==> config.mk <==
export PLATFORM = sky130hd
export DESIGN_NAME = uctl_top
export DESIGN_NICKNAME = d
export VERILOG_FILES = /design/src/common/uctl_pkg.sv /design/src/hw/uctl_top.sv
export SDC_FILE = /design/constraint.sdc
export NUM_CORES = 1
export LEC_CHECK = 0
export BUFFER_PORTS_ARGS = -buffer_cell sky130_fd_sc_hd__buf_2
export CORE_UTILIZATION = 45
export DETAILED_ROUTE_END_ITERATION = 7
export HOLD_SLACK_MARGIN = 0.03
export PLACE_DENSITY_LB_ADDON = 0.05
export SYNTH_ARGS = -nofsm -noshare
export SYNTH_HDL_FRONTEND = slang
export SYNTH_SLANG_ARGS = --single-unit
export TNS_END_PERCENT = 5
==> constraint.sdc <==
create_clock -name I_SYS_CLK -period 3.21 [get_ports I_SYS_CLK]
set_input_delay 0.642 -clock I_SYS_CLK [delete_from_list [all_inputs] [get_ports I_SYS_CLK]]
set_output_delay 0.642 -clock I_SYS_CLK [all_outputs]
set_load 0.02 [all_outputs]
==> src/common/uctl_pkg.sv <==
// Package with constants and types for the serial control and interrupt block
package uctl_pkg;
   // Register indices (word address = index)
   localparam logic [2:0] RX_DATA_IDX = 3'h0;
   localparam logic [2:0] TX_DATA_IDX = 3'h1;
   localparam logic [2:0] STATUS_IDX = 3'h2;
   localparam logic [2:0] CONTROL_IDX = 3'h3;
   localparam logic [2:0] DIVISOR_IDX = 3'h4;
   localparam logic [2:0] EOP_IDX = 3'h5;
   // Control and status bit positions
   localparam int PE_BIT = 0;
   localparam int FE_BIT = 1;
   localparam int BRK_BIT = 2;
   localparam int ROE_BIT = 3;
   localparam int TOE_BIT = 4;
   localparam int TMT_BIT = 5;
   localparam int TRDY_BIT = 6;
   localparam int RRDY_BIT = 7;
   localparam int EXC_BIT = 8;
   localparam int BREAK_FORCE_BIT = 9;
   localparam int CTS_CHG_BIT = 10;
   localparam int RTS_BIT = 11;
   localparam int EOP_BIT = 12;
   // Reset values
   localparam logic [12:0] CONTROL_RESET = 13'h0000;
   localparam logic [7:0] EOP_CHAR_RESET = 8'h00;
   localparam logic [15:0] DIVISOR_RESET = 16'h0056;
   // Writable masks of the control register
   localparam logic [12:0] CONTROL_BASE_MASK = 13'h17FF;
   localparam logic [12:0] RTS_MASK = 13'h0800;
   // Events reported by the shift engines, one-cycle pulses
   typedef struct packed {
      logic parity_err;
      logic framing_err;
      logic line_break;
      logic rx_overrun;
      logic tx_overrun;
   } uctl_event_type;
   // Register bus request
   typedef struct packed {
      logic [2:0] addr;
      logic rd;
      logic wr;
      logic [15:0] wdata;
   } uctl_bus_type;
endpackage

==> src/hw/uctl_top.sv <==
// Control register, status flags, interrupt and baud tick of the serial block
`timescale 1ns/1ns
module uctl_top #(
   parameter bit HAS_FLOW_CTRL = 1'b1,
   parameter bit HAS_SW_BAUD = 1'b1,
   parameter bit HAS_EOP_REG = 1'b1,
   parameter bit HAS_PARITY = 1'b1,
   parameter int DATA_BITS = 8
) (
   // Clock and reset
   input wire logic I_SYS_CLK,
   input wire logic I_RESETN,
   // Register port
   input wire uctl_pkg::uctl_bus_type I_BUS,
   output logic [15:0] O_RDATA,
   // Shift engine side
   input wire uctl_pkg::uctl_event_type I_EVT,
   input wire logic I_TX_SHIFTER_EMPTY,
   input wire logic I_TX_HOLDING_READY,
   input wire logic I_RX_HOLDING_READY,
   input wire logic [7:0] I_RX_DATA,
   input wire logic I_TX_LINE,
   output logic [7:0] O_TX_DATA,
   output logic O_TX_LOAD,
   output logic O_RX_TAKEN,
   output logic O_BAUD_TICK,
   // Serial and modem pins
   input wire logic I_CTS_N,
   output logic O_TXD,
   output logic O_RTS_N,
   // Interrupt
   output logic O_IRQ
);
   // Elaboration check: the character compare serves only 7 or 8 data bits
   if (DATA_BITS < 7 || DATA_BITS > 8) begin : g_bad_width
      $error("DATA_BITS must be 7 or 8");
   end

   typedef struct packed {
      logic [12:0] control;
      logic [15:0] divisor;
      logic [7:0] eop_char;
      logic pe;
      logic fe;
      logic line_break_flag;
      logic rx_overrun_flag;
      logic tx_overrun_flag;
      logic cts_chg;
      logic eop;
      logic cts_s1;
      logic cts_s2;
      logic cts_s3;
      logic [15:0] baud_cnt;
      logic baud_tick;
      logic [15:0] rdata;
      logic [7:0] tx_data;
      logic tx_load;
      logic rx_taken;
   } uctl_state_type;

   uctl_state_type st_reg, st_next;
   logic rst_m_reg, rst_n_reg;

   ////////////////////////////////////////////////////////////////////////////////
   // Reset release through two flip-flops
   always_ff @(posedge I_SYS_CLK or negedge I_RESETN) begin
      if (!I_RESETN) begin
         rst_m_reg <= 1'b0;
         rst_n_reg <= 1'b0;
      end else begin
         rst_m_reg <= 1'b1;
         rst_n_reg <= rst_m_reg;
      end
   end

   ////////////////////////////////////////////////////////////////////////////////
   // Control mask honouring the flow-control build option
   function automatic logic [12:0] ctl_mask(input bit flow);
      ctl_mask = uctl_pkg::CONTROL_BASE_MASK | (flow ? uctl_pkg::RTS_MASK : 13'h0000);
   endfunction

   // Character comparison, trimmed to the data width
   function automatic logic char_match(input logic [7:0] a, input logic [7:0] b);
      logic [7:0] m;
      m = (DATA_BITS == 8) ? 8'hFF : 8'h7F;
      char_match = ((a ^ b) & m) == 8'h00;
   endfunction

   logic wr_status, wr_control, wr_tx, rd_rx;
   logic exc_flag;
   logic [12:0] status_word;
   logic [15:0] rd_mux;

   // Decoded strobes
   assign wr_status = I_BUS.wr && I_BUS.addr == uctl_pkg::STATUS_IDX;
   assign wr_control = I_BUS.wr && I_BUS.addr == uctl_pkg::CONTROL_IDX;
   assign wr_tx = I_BUS.wr && I_BUS.addr == uctl_pkg::TX_DATA_IDX;
   assign rd_rx = I_BUS.rd && I_BUS.addr == uctl_pkg::RX_DATA_IDX;

   // Exception flag combines all error flags
   assign exc_flag = st_reg.tx_overrun_flag | st_reg.rx_overrun_flag | st_reg.line_break_flag | st_reg.fe | st_reg.pe;

   // Status word as seen by software
   always_comb begin
      status_word = 13'h0000;
      status_word[uctl_pkg::PE_BIT] = st_reg.pe & HAS_PARITY;
      status_word[uctl_pkg::FE_BIT] = st_reg.fe;
      status_word[uctl_pkg::BRK_BIT] = st_reg.line_break_flag;
      status_word[uctl_pkg::ROE_BIT] = st_reg.rx_overrun_flag;
      status_word[uctl_pkg::TOE_BIT] = st_reg.tx_overrun_flag;
      status_word[uctl_pkg::TMT_BIT] = I_TX_SHIFTER_EMPTY;
      status_word[uctl_pkg::TRDY_BIT] = I_TX_HOLDING_READY;
      status_word[uctl_pkg::RRDY_BIT] = I_RX_HOLDING_READY;
      status_word[uctl_pkg::EXC_BIT] = exc_flag;
      status_word[uctl_pkg::CTS_CHG_BIT] = st_reg.cts_chg & HAS_FLOW_CTRL;
      status_word[uctl_pkg::RTS_BIT] = ~st_reg.cts_s2 & HAS_FLOW_CTRL;
      status_word[uctl_pkg::EOP_BIT] = st_reg.eop & HAS_EOP_REG;
   end

   // Read multiplexer; reading status has no side effect
   always_comb begin
      rd_mux = 16'h0000;
      case (I_BUS.addr)
         uctl_pkg::RX_DATA_IDX: rd_mux = {8'h00, I_RX_DATA};
         uctl_pkg::STATUS_IDX: rd_mux = {3'h0, status_word};
         uctl_pkg::CONTROL_IDX: rd_mux = {3'h0, st_reg.control};
         uctl_pkg::DIVISOR_IDX: rd_mux = st_reg.divisor;
         uctl_pkg::EOP_IDX: rd_mux = {8'h00, st_reg.eop_char};
         default: rd_mux = 16'h0000;
      endcase
   end

   ////////////////////////////////////////////////////////////////////////////////
   // Next state
   always_comb begin
      st_next = st_reg;
      st_next.tx_load = 1'b0;
      st_next.rx_taken = 1'b0;
      st_next.rdata = I_BUS.rd ? rd_mux : st_reg.rdata;
      // Control write, masked by the flow-control option
      if (wr_control) begin
         st_next.control = I_BUS.wdata[12:0] & ctl_mask(HAS_FLOW_CTRL);
      end
      // Optional divisor and end character
      if (HAS_SW_BAUD && I_BUS.wr && I_BUS.addr == uctl_pkg::DIVISOR_IDX) begin
         st_next.divisor = I_BUS.wdata;
      end
      if (HAS_EOP_REG && I_BUS.wr && I_BUS.addr == uctl_pkg::EOP_IDX) begin
         st_next.eop_char = I_BUS.wdata[7:0];
      end
      // Transmit holding write and receive holding read
      if (wr_tx) begin
         st_next.tx_data = I_BUS.wdata[7:0];
         st_next.tx_load = 1'b1;
      end
      st_next.rx_taken = rd_rx;
      // Clear-to-send synchroniser and edge detect
      st_next.cts_s1 = I_CTS_N;
      st_next.cts_s2 = st_reg.cts_s1;
      st_next.cts_s3 = st_reg.cts_s2;
      // Acknowledge clears sticky flags; new events win below
      if (wr_status) begin
         st_next.pe = 1'b0;
         st_next.fe = 1'b0;
         st_next.line_break_flag = 1'b0;
         st_next.rx_overrun_flag = 1'b0;
         st_next.tx_overrun_flag = 1'b0;
         st_next.cts_chg = 1'b0;
         st_next.eop = 1'b0;
      end
      // Sticky flags set by events
      if (I_EVT.parity_err && HAS_PARITY) st_next.pe = 1'b1;
      if (I_EVT.framing_err) st_next.fe = 1'b1;
      if (I_EVT.line_break) st_next.line_break_flag = 1'b1;
      if (I_EVT.rx_overrun) st_next.rx_overrun_flag = 1'b1;
      if (I_EVT.tx_overrun) st_next.tx_overrun_flag = 1'b1;
      if (HAS_FLOW_CTRL && st_reg.cts_s2 != st_reg.cts_s3) begin
         st_next.cts_chg = 1'b1;
      end
      if (HAS_EOP_REG && ((wr_tx && char_match(I_BUS.wdata[7:0], st_reg.eop_char))
            || (rd_rx && char_match(I_RX_DATA, st_reg.eop_char)))) begin
         st_next.eop = 1'b1;
      end
      // Baud tick every divisor plus one cycles
      st_next.baud_tick = 1'b0;
      if (st_reg.baud_cnt >= st_reg.divisor) begin
         st_next.baud_cnt = 16'h0000;
         st_next.baud_tick = 1'b1;
      end else begin
         st_next.baud_cnt = st_reg.baud_cnt + 16'h0001;
      end
   end

   ////////////////////////////////////////////////////////////////////////////////
   // State register
   always_ff @(posedge I_SYS_CLK or negedge rst_n_reg) begin
      if (!rst_n_reg) begin
         st_reg <= '0;
         st_reg.control <= uctl_pkg::CONTROL_RESET;
         st_reg.divisor <= uctl_pkg::DIVISOR_RESET;
         st_reg.eop_char <= uctl_pkg::EOP_CHAR_RESET;
         st_reg.cts_s1 <= 1'b1;
         st_reg.cts_s2 <= 1'b1;
         st_reg.cts_s3 <= 1'b1;
      end else begin
         st_reg <= st_next;
      end
   end

   ////////////////////////////////////////////////////////////////////////////////
   // Outputs
   logic [12:0] irq_src;
   always_comb begin
      irq_src = status_word & st_reg.control;
      irq_src[uctl_pkg::BREAK_FORCE_BIT] = 1'b0;
      irq_src[uctl_pkg::RTS_BIT] = 1'b0;
   end
   assign O_IRQ = |irq_src;
   assign O_TXD = st_reg.control[uctl_pkg::BREAK_FORCE_BIT] ? 1'b0 : I_TX_LINE;
   assign O_RTS_N = ~st_reg.control[uctl_pkg::RTS_BIT];
   assign O_RDATA = st_reg.rdata;
   assign O_TX_DATA = st_reg.tx_data;
   assign O_TX_LOAD = st_reg.tx_load;
   assign O_RX_TAKEN = st_reg.rx_taken;
   assign O_BAUD_TICK = st_reg.baud_tick;

   ////////////////////////////////////////////////////////////////////////////////
   // Assertions
   // Break forcing overrides the transmitter level
   a_break_forces_low: assert property (
      @(posedge I_SYS_CLK) disable iff (!rst_n_reg)
      st_reg.control[uctl_pkg::BREAK_FORCE_BIT] |-> !O_TXD)
      else $error("break not low");
   a_rts_follows_bit: assert property (
      @(posedge I_SYS_CLK) disable iff (!rst_n_reg)
      wr_control |=> O_RTS_N == !($past(I_BUS.wdata[11]) && HAS_FLOW_CTRL))
      else $error("rts output wrong");
   a_rts_absent: assert property (
      @(posedge I_SYS_CLK) disable iff (!rst_n_reg)
      !HAS_FLOW_CTRL |-> !st_reg.control[uctl_pkg::RTS_BIT] && O_RTS_N)
      else $error("rts set without flow control");
   // Control register contents as written and as read back
   a_ctl_write_back: assert property (
      @(posedge I_SYS_CLK) disable iff (!rst_n_reg)
      wr_control |=> st_reg.control[8:0] == $past(I_BUS.wdata[8:0]))
      else $error("enables not stored");
   a_ctl_unused_zero: assert property (
      @(posedge I_SYS_CLK) disable iff (!rst_n_reg)
      $past(I_BUS.rd && I_BUS.addr == uctl_pkg::CONTROL_IDX) |->
      O_RDATA[15:13] == 3'h0 && (HAS_FLOW_CTRL || !O_RDATA[uctl_pkg::RTS_BIT]))
      else $error("unused bits set");
   a_rdata_holds: assert property (
      @(posedge I_SYS_CLK) disable iff (!rst_n_reg)
      !I_BUS.rd |=> $stable(O_RDATA))
      else $error("read data moved");
   // Absent options keep their registers at the reset value
   a_divisor_absent: assert property (
      @(posedge I_SYS_CLK) disable iff (!rst_n_reg)
      !HAS_SW_BAUD |-> st_reg.divisor == uctl_pkg::DIVISOR_RESET)
      else $error("absent divisor written");
   a_eop_absent: assert property (
      @(posedge I_SYS_CLK) disable iff (!rst_n_reg)
      !HAS_EOP_REG |-> st_reg.eop_char == uctl_pkg::EOP_CHAR_RESET)
      else $error("absent end character written");
   // Interrupt request against flags and enables
   a_irq_needs_enable: assert property (
      @(posedge I_SYS_CLK) disable iff (!rst_n_reg)
      st_reg.control == 13'h0000 |-> !O_IRQ)
      else $error("irq without enable");
   a_irq_on_flag: assert property (
      @(posedge I_SYS_CLK) disable iff (!rst_n_reg)
      st_reg.control[uctl_pkg::FE_BIT] && st_reg.fe |-> O_IRQ)
      else $error("irq missing");
   // Sticky flags: set by events, kept on reads, cleared by status writes
   a_flag_sticky: assert property (
      @(posedge I_SYS_CLK) disable iff (!rst_n_reg)
      st_reg.fe && !wr_status |=> st_reg.fe)
      else $error("flag dropped");
   a_status_read_keeps: assert property (
      @(posedge I_SYS_CLK) disable iff (!rst_n_reg)
      I_BUS.rd && !I_BUS.wr && st_reg.pe |=> st_reg.pe)
      else $error("read cleared a flag");
   a_ack_clears: assert property (
      @(posedge I_SYS_CLK) disable iff (!rst_n_reg)
      wr_status && !I_EVT.line_break |=> !st_reg.line_break_flag)
      else $error("ack failed");
   a_set_beats_clear: assert property (
      @(posedge I_SYS_CLK) disable iff (!rst_n_reg)
      wr_status && I_EVT.tx_overrun |=> st_reg.tx_overrun_flag)
      else $error("event lost");
   a_exc_is_or: assert property (
      @(posedge I_SYS_CLK) disable iff (!rst_n_reg)
      st_reg.rx_overrun_flag |-> status_word[uctl_pkg::EXC_BIT])
      else $error("exception not set");
   a_exc_clear: assert property (
      @(posedge I_SYS_CLK) disable iff (!rst_n_reg)
      !st_reg.pe && !st_reg.fe && !st_reg.line_break_flag && !st_reg.rx_overrun_flag && !st_reg.tx_overrun_flag |->
      !status_word[uctl_pkg::EXC_BIT])
      else $error("exception without cause");
   a_cts_edge_flag: assert property (
      @(posedge I_SYS_CLK) disable iff (!rst_n_reg)
      HAS_FLOW_CTRL && $changed(st_reg.cts_s2) |=> st_reg.cts_chg)
      else $error("cts change missed");
   // Baud tick spacing for a divisor of four
   a_baud_period: assert property (
      @(posedge I_SYS_CLK) disable iff (!rst_n_reg)
      O_BAUD_TICK && st_reg.divisor == 16'h0004 && $stable(st_reg.divisor) |=>
      (!O_BAUD_TICK) [*4] ##1 O_BAUD_TICK)
      else $error("baud period wrong");
   // End character seen on either holding register
   a_eop_on_write: assert property (
      @(posedge I_SYS_CLK) disable iff (!rst_n_reg)
      HAS_EOP_REG && wr_tx && I_BUS.wdata[7:0] == st_reg.eop_char |=> st_reg.eop)
      else $error("eop not set");
   a_eop_on_read: assert property (
      @(posedge I_SYS_CLK) disable iff (!rst_n_reg)
      HAS_EOP_REG && rd_rx && I_RX_DATA == st_reg.eop_char |=> st_reg.eop)
      else $error("eop not set on read");
endmodule // uctl_top

==> flow_summary.yaml <==
timing:
  fmax_mhz: 398
  setup_tns_ns: 0
  max_slew_margin: 0.535
  min_period_over_period: 0.782
  rsz0062_at_grt: "no"
  finalSetupViolCount: 0
  drv_slew: 0
  max_slew.worst_pin.slew_ns: 0.698
  hold_violations: 0
  post-route-min-period_ns: 2.51
  worst_slack_ns: 0.699
  fin_skew_ns: 0.0106
synth:
  synth_area_per_cell_um2: 10.9
  netlist_instances: 445
  syn_nets: 503
  synth.distinct_cells: 58
  synth_edf_count: 0
  async_reset_ff_frac: 1.00
  ys_warn_count: 0
  ys_seq_area_frac: 0.478
  ys_ff_latch: 92
  synthesis.area_um2: 4830
  synth_flop_cell: "dfrtp_1"
cts:
  cts_buffer_depth: 2
  clk_pin_slew_ns: 0.08
  insertion_delay_ns: 0.38
  cts_buffers: 9
  cts.htree.levels: 3
  cts_tree: "built"
  cts_resized: 0
  cts.sinks: 92
  root_buffer: "clkbuf_8"
worst_hold_path:
  min_path_cells: 0
  hp-class: "reg2reg"
place:
  place_area_um2: 5140
  dpl.cell_count: 615
  pre_cts_slack_ns: 0.789
  port_buffers: 70
  hpwl_um: 8130
  place_congestion: 0.835
floorplan:
  dieArea_um2: 11200
  start_util: 0.466
  std_cell_rows: 37
  die_y_um: 106
  die_w_um: 106
  design.core.area_um2: 10400
  io_pins: 71
final_layout:
  fin_area_um2: 5370
  largest_register_ffs: 61
  nets: 549
  fin_cells: 632
  n_antenna_cell: 0
  syn_to_final_growth_pct: 11.2
  drive_gt1_frac: 0.280
  n_fill_cell: 973
  utilization: 0.518
detailed_routing:
  viasPerCell: 5.38
  antenna_left: 0
  drc: 0
  first_pass_iters: 4
  drt-total-wl_um: 10900
  vias: 3402
  drt_iter0_markers: 126
  wire_per_inst_um: 17.2
status:
  status: "complete, no violations"
critical_path:
  startpoint_type: "flip-flop"
  critPathKind: "reg2out"
  cp.required_ns: 2.57
  arrival_ns: 1.87
  rr_worst_depth: 7
  critical_path_peak_fanout: 4
  cp-end-kind: "output pin"
global_routing:
  grt_pass1_vias: 3316
  antenna_found_initial: 0
  grt_max_degree: 54
  gr-total-overflow: 0
  grt_pass1_wl_um: 17600
  grt_usage: 0.208
power_and_ir_drop:
  power.density_nw_per_um2: 607
  ir_worst_vdd_uv: 456
  power.leakage_nw: 2.46
run:
  drv_cap: 0
Yosys cell counts, types with 3 or more instances:
| library cell | instances | share of area |
|---|---|---|
| a21o_1 | 6 | 0.0093 |
| a21oi_1 | 6 | 0.0062 |
| a22oi_1 | 11 | 0.017 |
| buf_2 | 7 | 0.0072 |
| buf_4 | 24 | 0.037 |
| clkbuf_1 | 9 | 0.0070 |
| dfrtp_1 | 85 | 0.44 |
| dfstp_2 | 7 | 0.038 |
| ha_1 | 17 | 0.044 |
| inv_1 | 38 | 0.030 |
| mux2_1 | 19 | 0.044 |
| mux2_2 | 13 | 0.030 |
| mux2i_1 | 8 | 0.017 |
| nand2_1 | 32 | 0.025 |
| nand2b_1 | 3 | 0.0039 |
| nand3_1 | 12 | 0.012 |
| nand4_1 | 8 | 0.010 |
| nor2_1 | 8 | 0.0062 |
| nor2b_1 | 3 | 0.0039 |
| nor3_1 | 7 | 0.0072 |
| nor3_2 | 10 | 0.021 |
| nor4_1 | 8 | 0.010 |
| o21ai_0 | 5 | 0.0052 |
| o21ai_1 | 15 | 0.016 |
| o221a_2 | 7 | 0.016 |
| o22ai_1 | 11 | 0.014 |
| xnor2_1 | 12 | 0.022 |
| xor2_1 | 18 | 0.033 |
metal layers:
metal / wire, um / vias to the layer above / track usage
met5: 0 / - / 0
met4: 157 / 0 / 0.0675
met3: 476 / 14 / 0.0550
met2: 5120 / 81 / 0.332
met1: 5130 / 1661 / 0.276
li1: - / 1646 / -
what timing repair did:
action / in CTS / in global routing
buffers inserted: 0 / 0
hold buffers: 1 / 0
endpoints found under the hold margin: 2 / 0
cells by family after synthesis:
logic type / count (synthesis) / synth area share
other: 1 / 0.000776
flip-flops: 92 / 0.478
AND/OR/NAND/NOR: 104 / 0.124
multiplexers: 40 / 0.0911
buffers and inverters: 81 / 0.0857
adder cells (fa/ha/maj): 17 / 0.0440
AO/OA/AOI/OAI: 80 / 0.122
XOR/XNOR: 30 / 0.0544
final timing paths:
| check | slack (ns) | endpoint | from |
|---|---|---|---|
| worst max-delay path | 0.70 | O_IRQ | st_reg[51] |
| worst min-delay path | 0.36 | rst_n_reg | rst_m_reg |
| worst max register to register | 0.86 | st_reg[33] | st_reg[67] |
| worst min register to register | 0.36 | rst_n_reg | rst_m_reg |
| max in group asynchronous | 2.08 | st_reg[50] | rst_n_reg |
| min in group asynchronous | 0.37 | st_reg[66] | rst_n_reg |
stage by stage:
step | hold slack [ns] | total power, mW
6_report | 0.358 | 3.26
5_1_grt | 0.334 | 3.46
4_1_cts | 0.343 | 3.30
3_5_place_dp | 0.340 | 2.40
3_3_place_gp | 0.338 | 2.38
2_1_floorplan | 0.331 | 2.19
final cells by class:
class | count | area (um^2) | area share
Sequential cell | 92 | 2310 | 0.431
Multi-Input combinational cell | 272 | 2110 | 0.393
Timing Repair Buffer | 77 | 405 | 0.0754
Tap cell | 136 | 170 | 0.0317
Inverter | 39 | 146 | 0.0272
Clock buffer | 11 | 141 | 0.0263
Clock inverter | 5 | 82.6 | 0.0154
worst max-delay path: stages, from the launching register on:
cell and delay (ns):
dfrtp_1 0.42, or4_1 0.57, o21ai_0 0.18, nand4_1 0.14, buf_2 0.19
power breakdown:
part	total [mW]	switching [mW]	internal (mW)
sequential	1.57	0.209	1.36
clock	0.884	0.420	0.465
combinational	0.807	0.440	0.367
placed cells by master (no fill, tap or decap), types with 2 or more instances in the layout:
cell type  count
mux2_2        13
ha_1          17
nor2_1         8
nand3_1       12
nor3_2        10
o21a_1         2
inv_6          2
a221oi_1       2
o21ai_0        5
nand2b_1       3
bufinv_16      2
o21ai_1       15
a32oi_1        2
a21o_1         6
nand4_1        8
clkbuf_8      10
buf_4          6
and2_1         2
inv_1         38
o22ai_1       11
nor4_1         8
mux2_1        19
a22oi_1       11
dfrtp_1       84
mux2i_1        8
xnor2_1       12
dfstp_2        7
a22o_1         2
buf_2         70
xor2_1        18
a211oi_1       2
o221a_2        7
a21oi_1        6
nor2b_1        3
nand2_1       32
nor3_1         7
(Power assumes the default switching activity.)
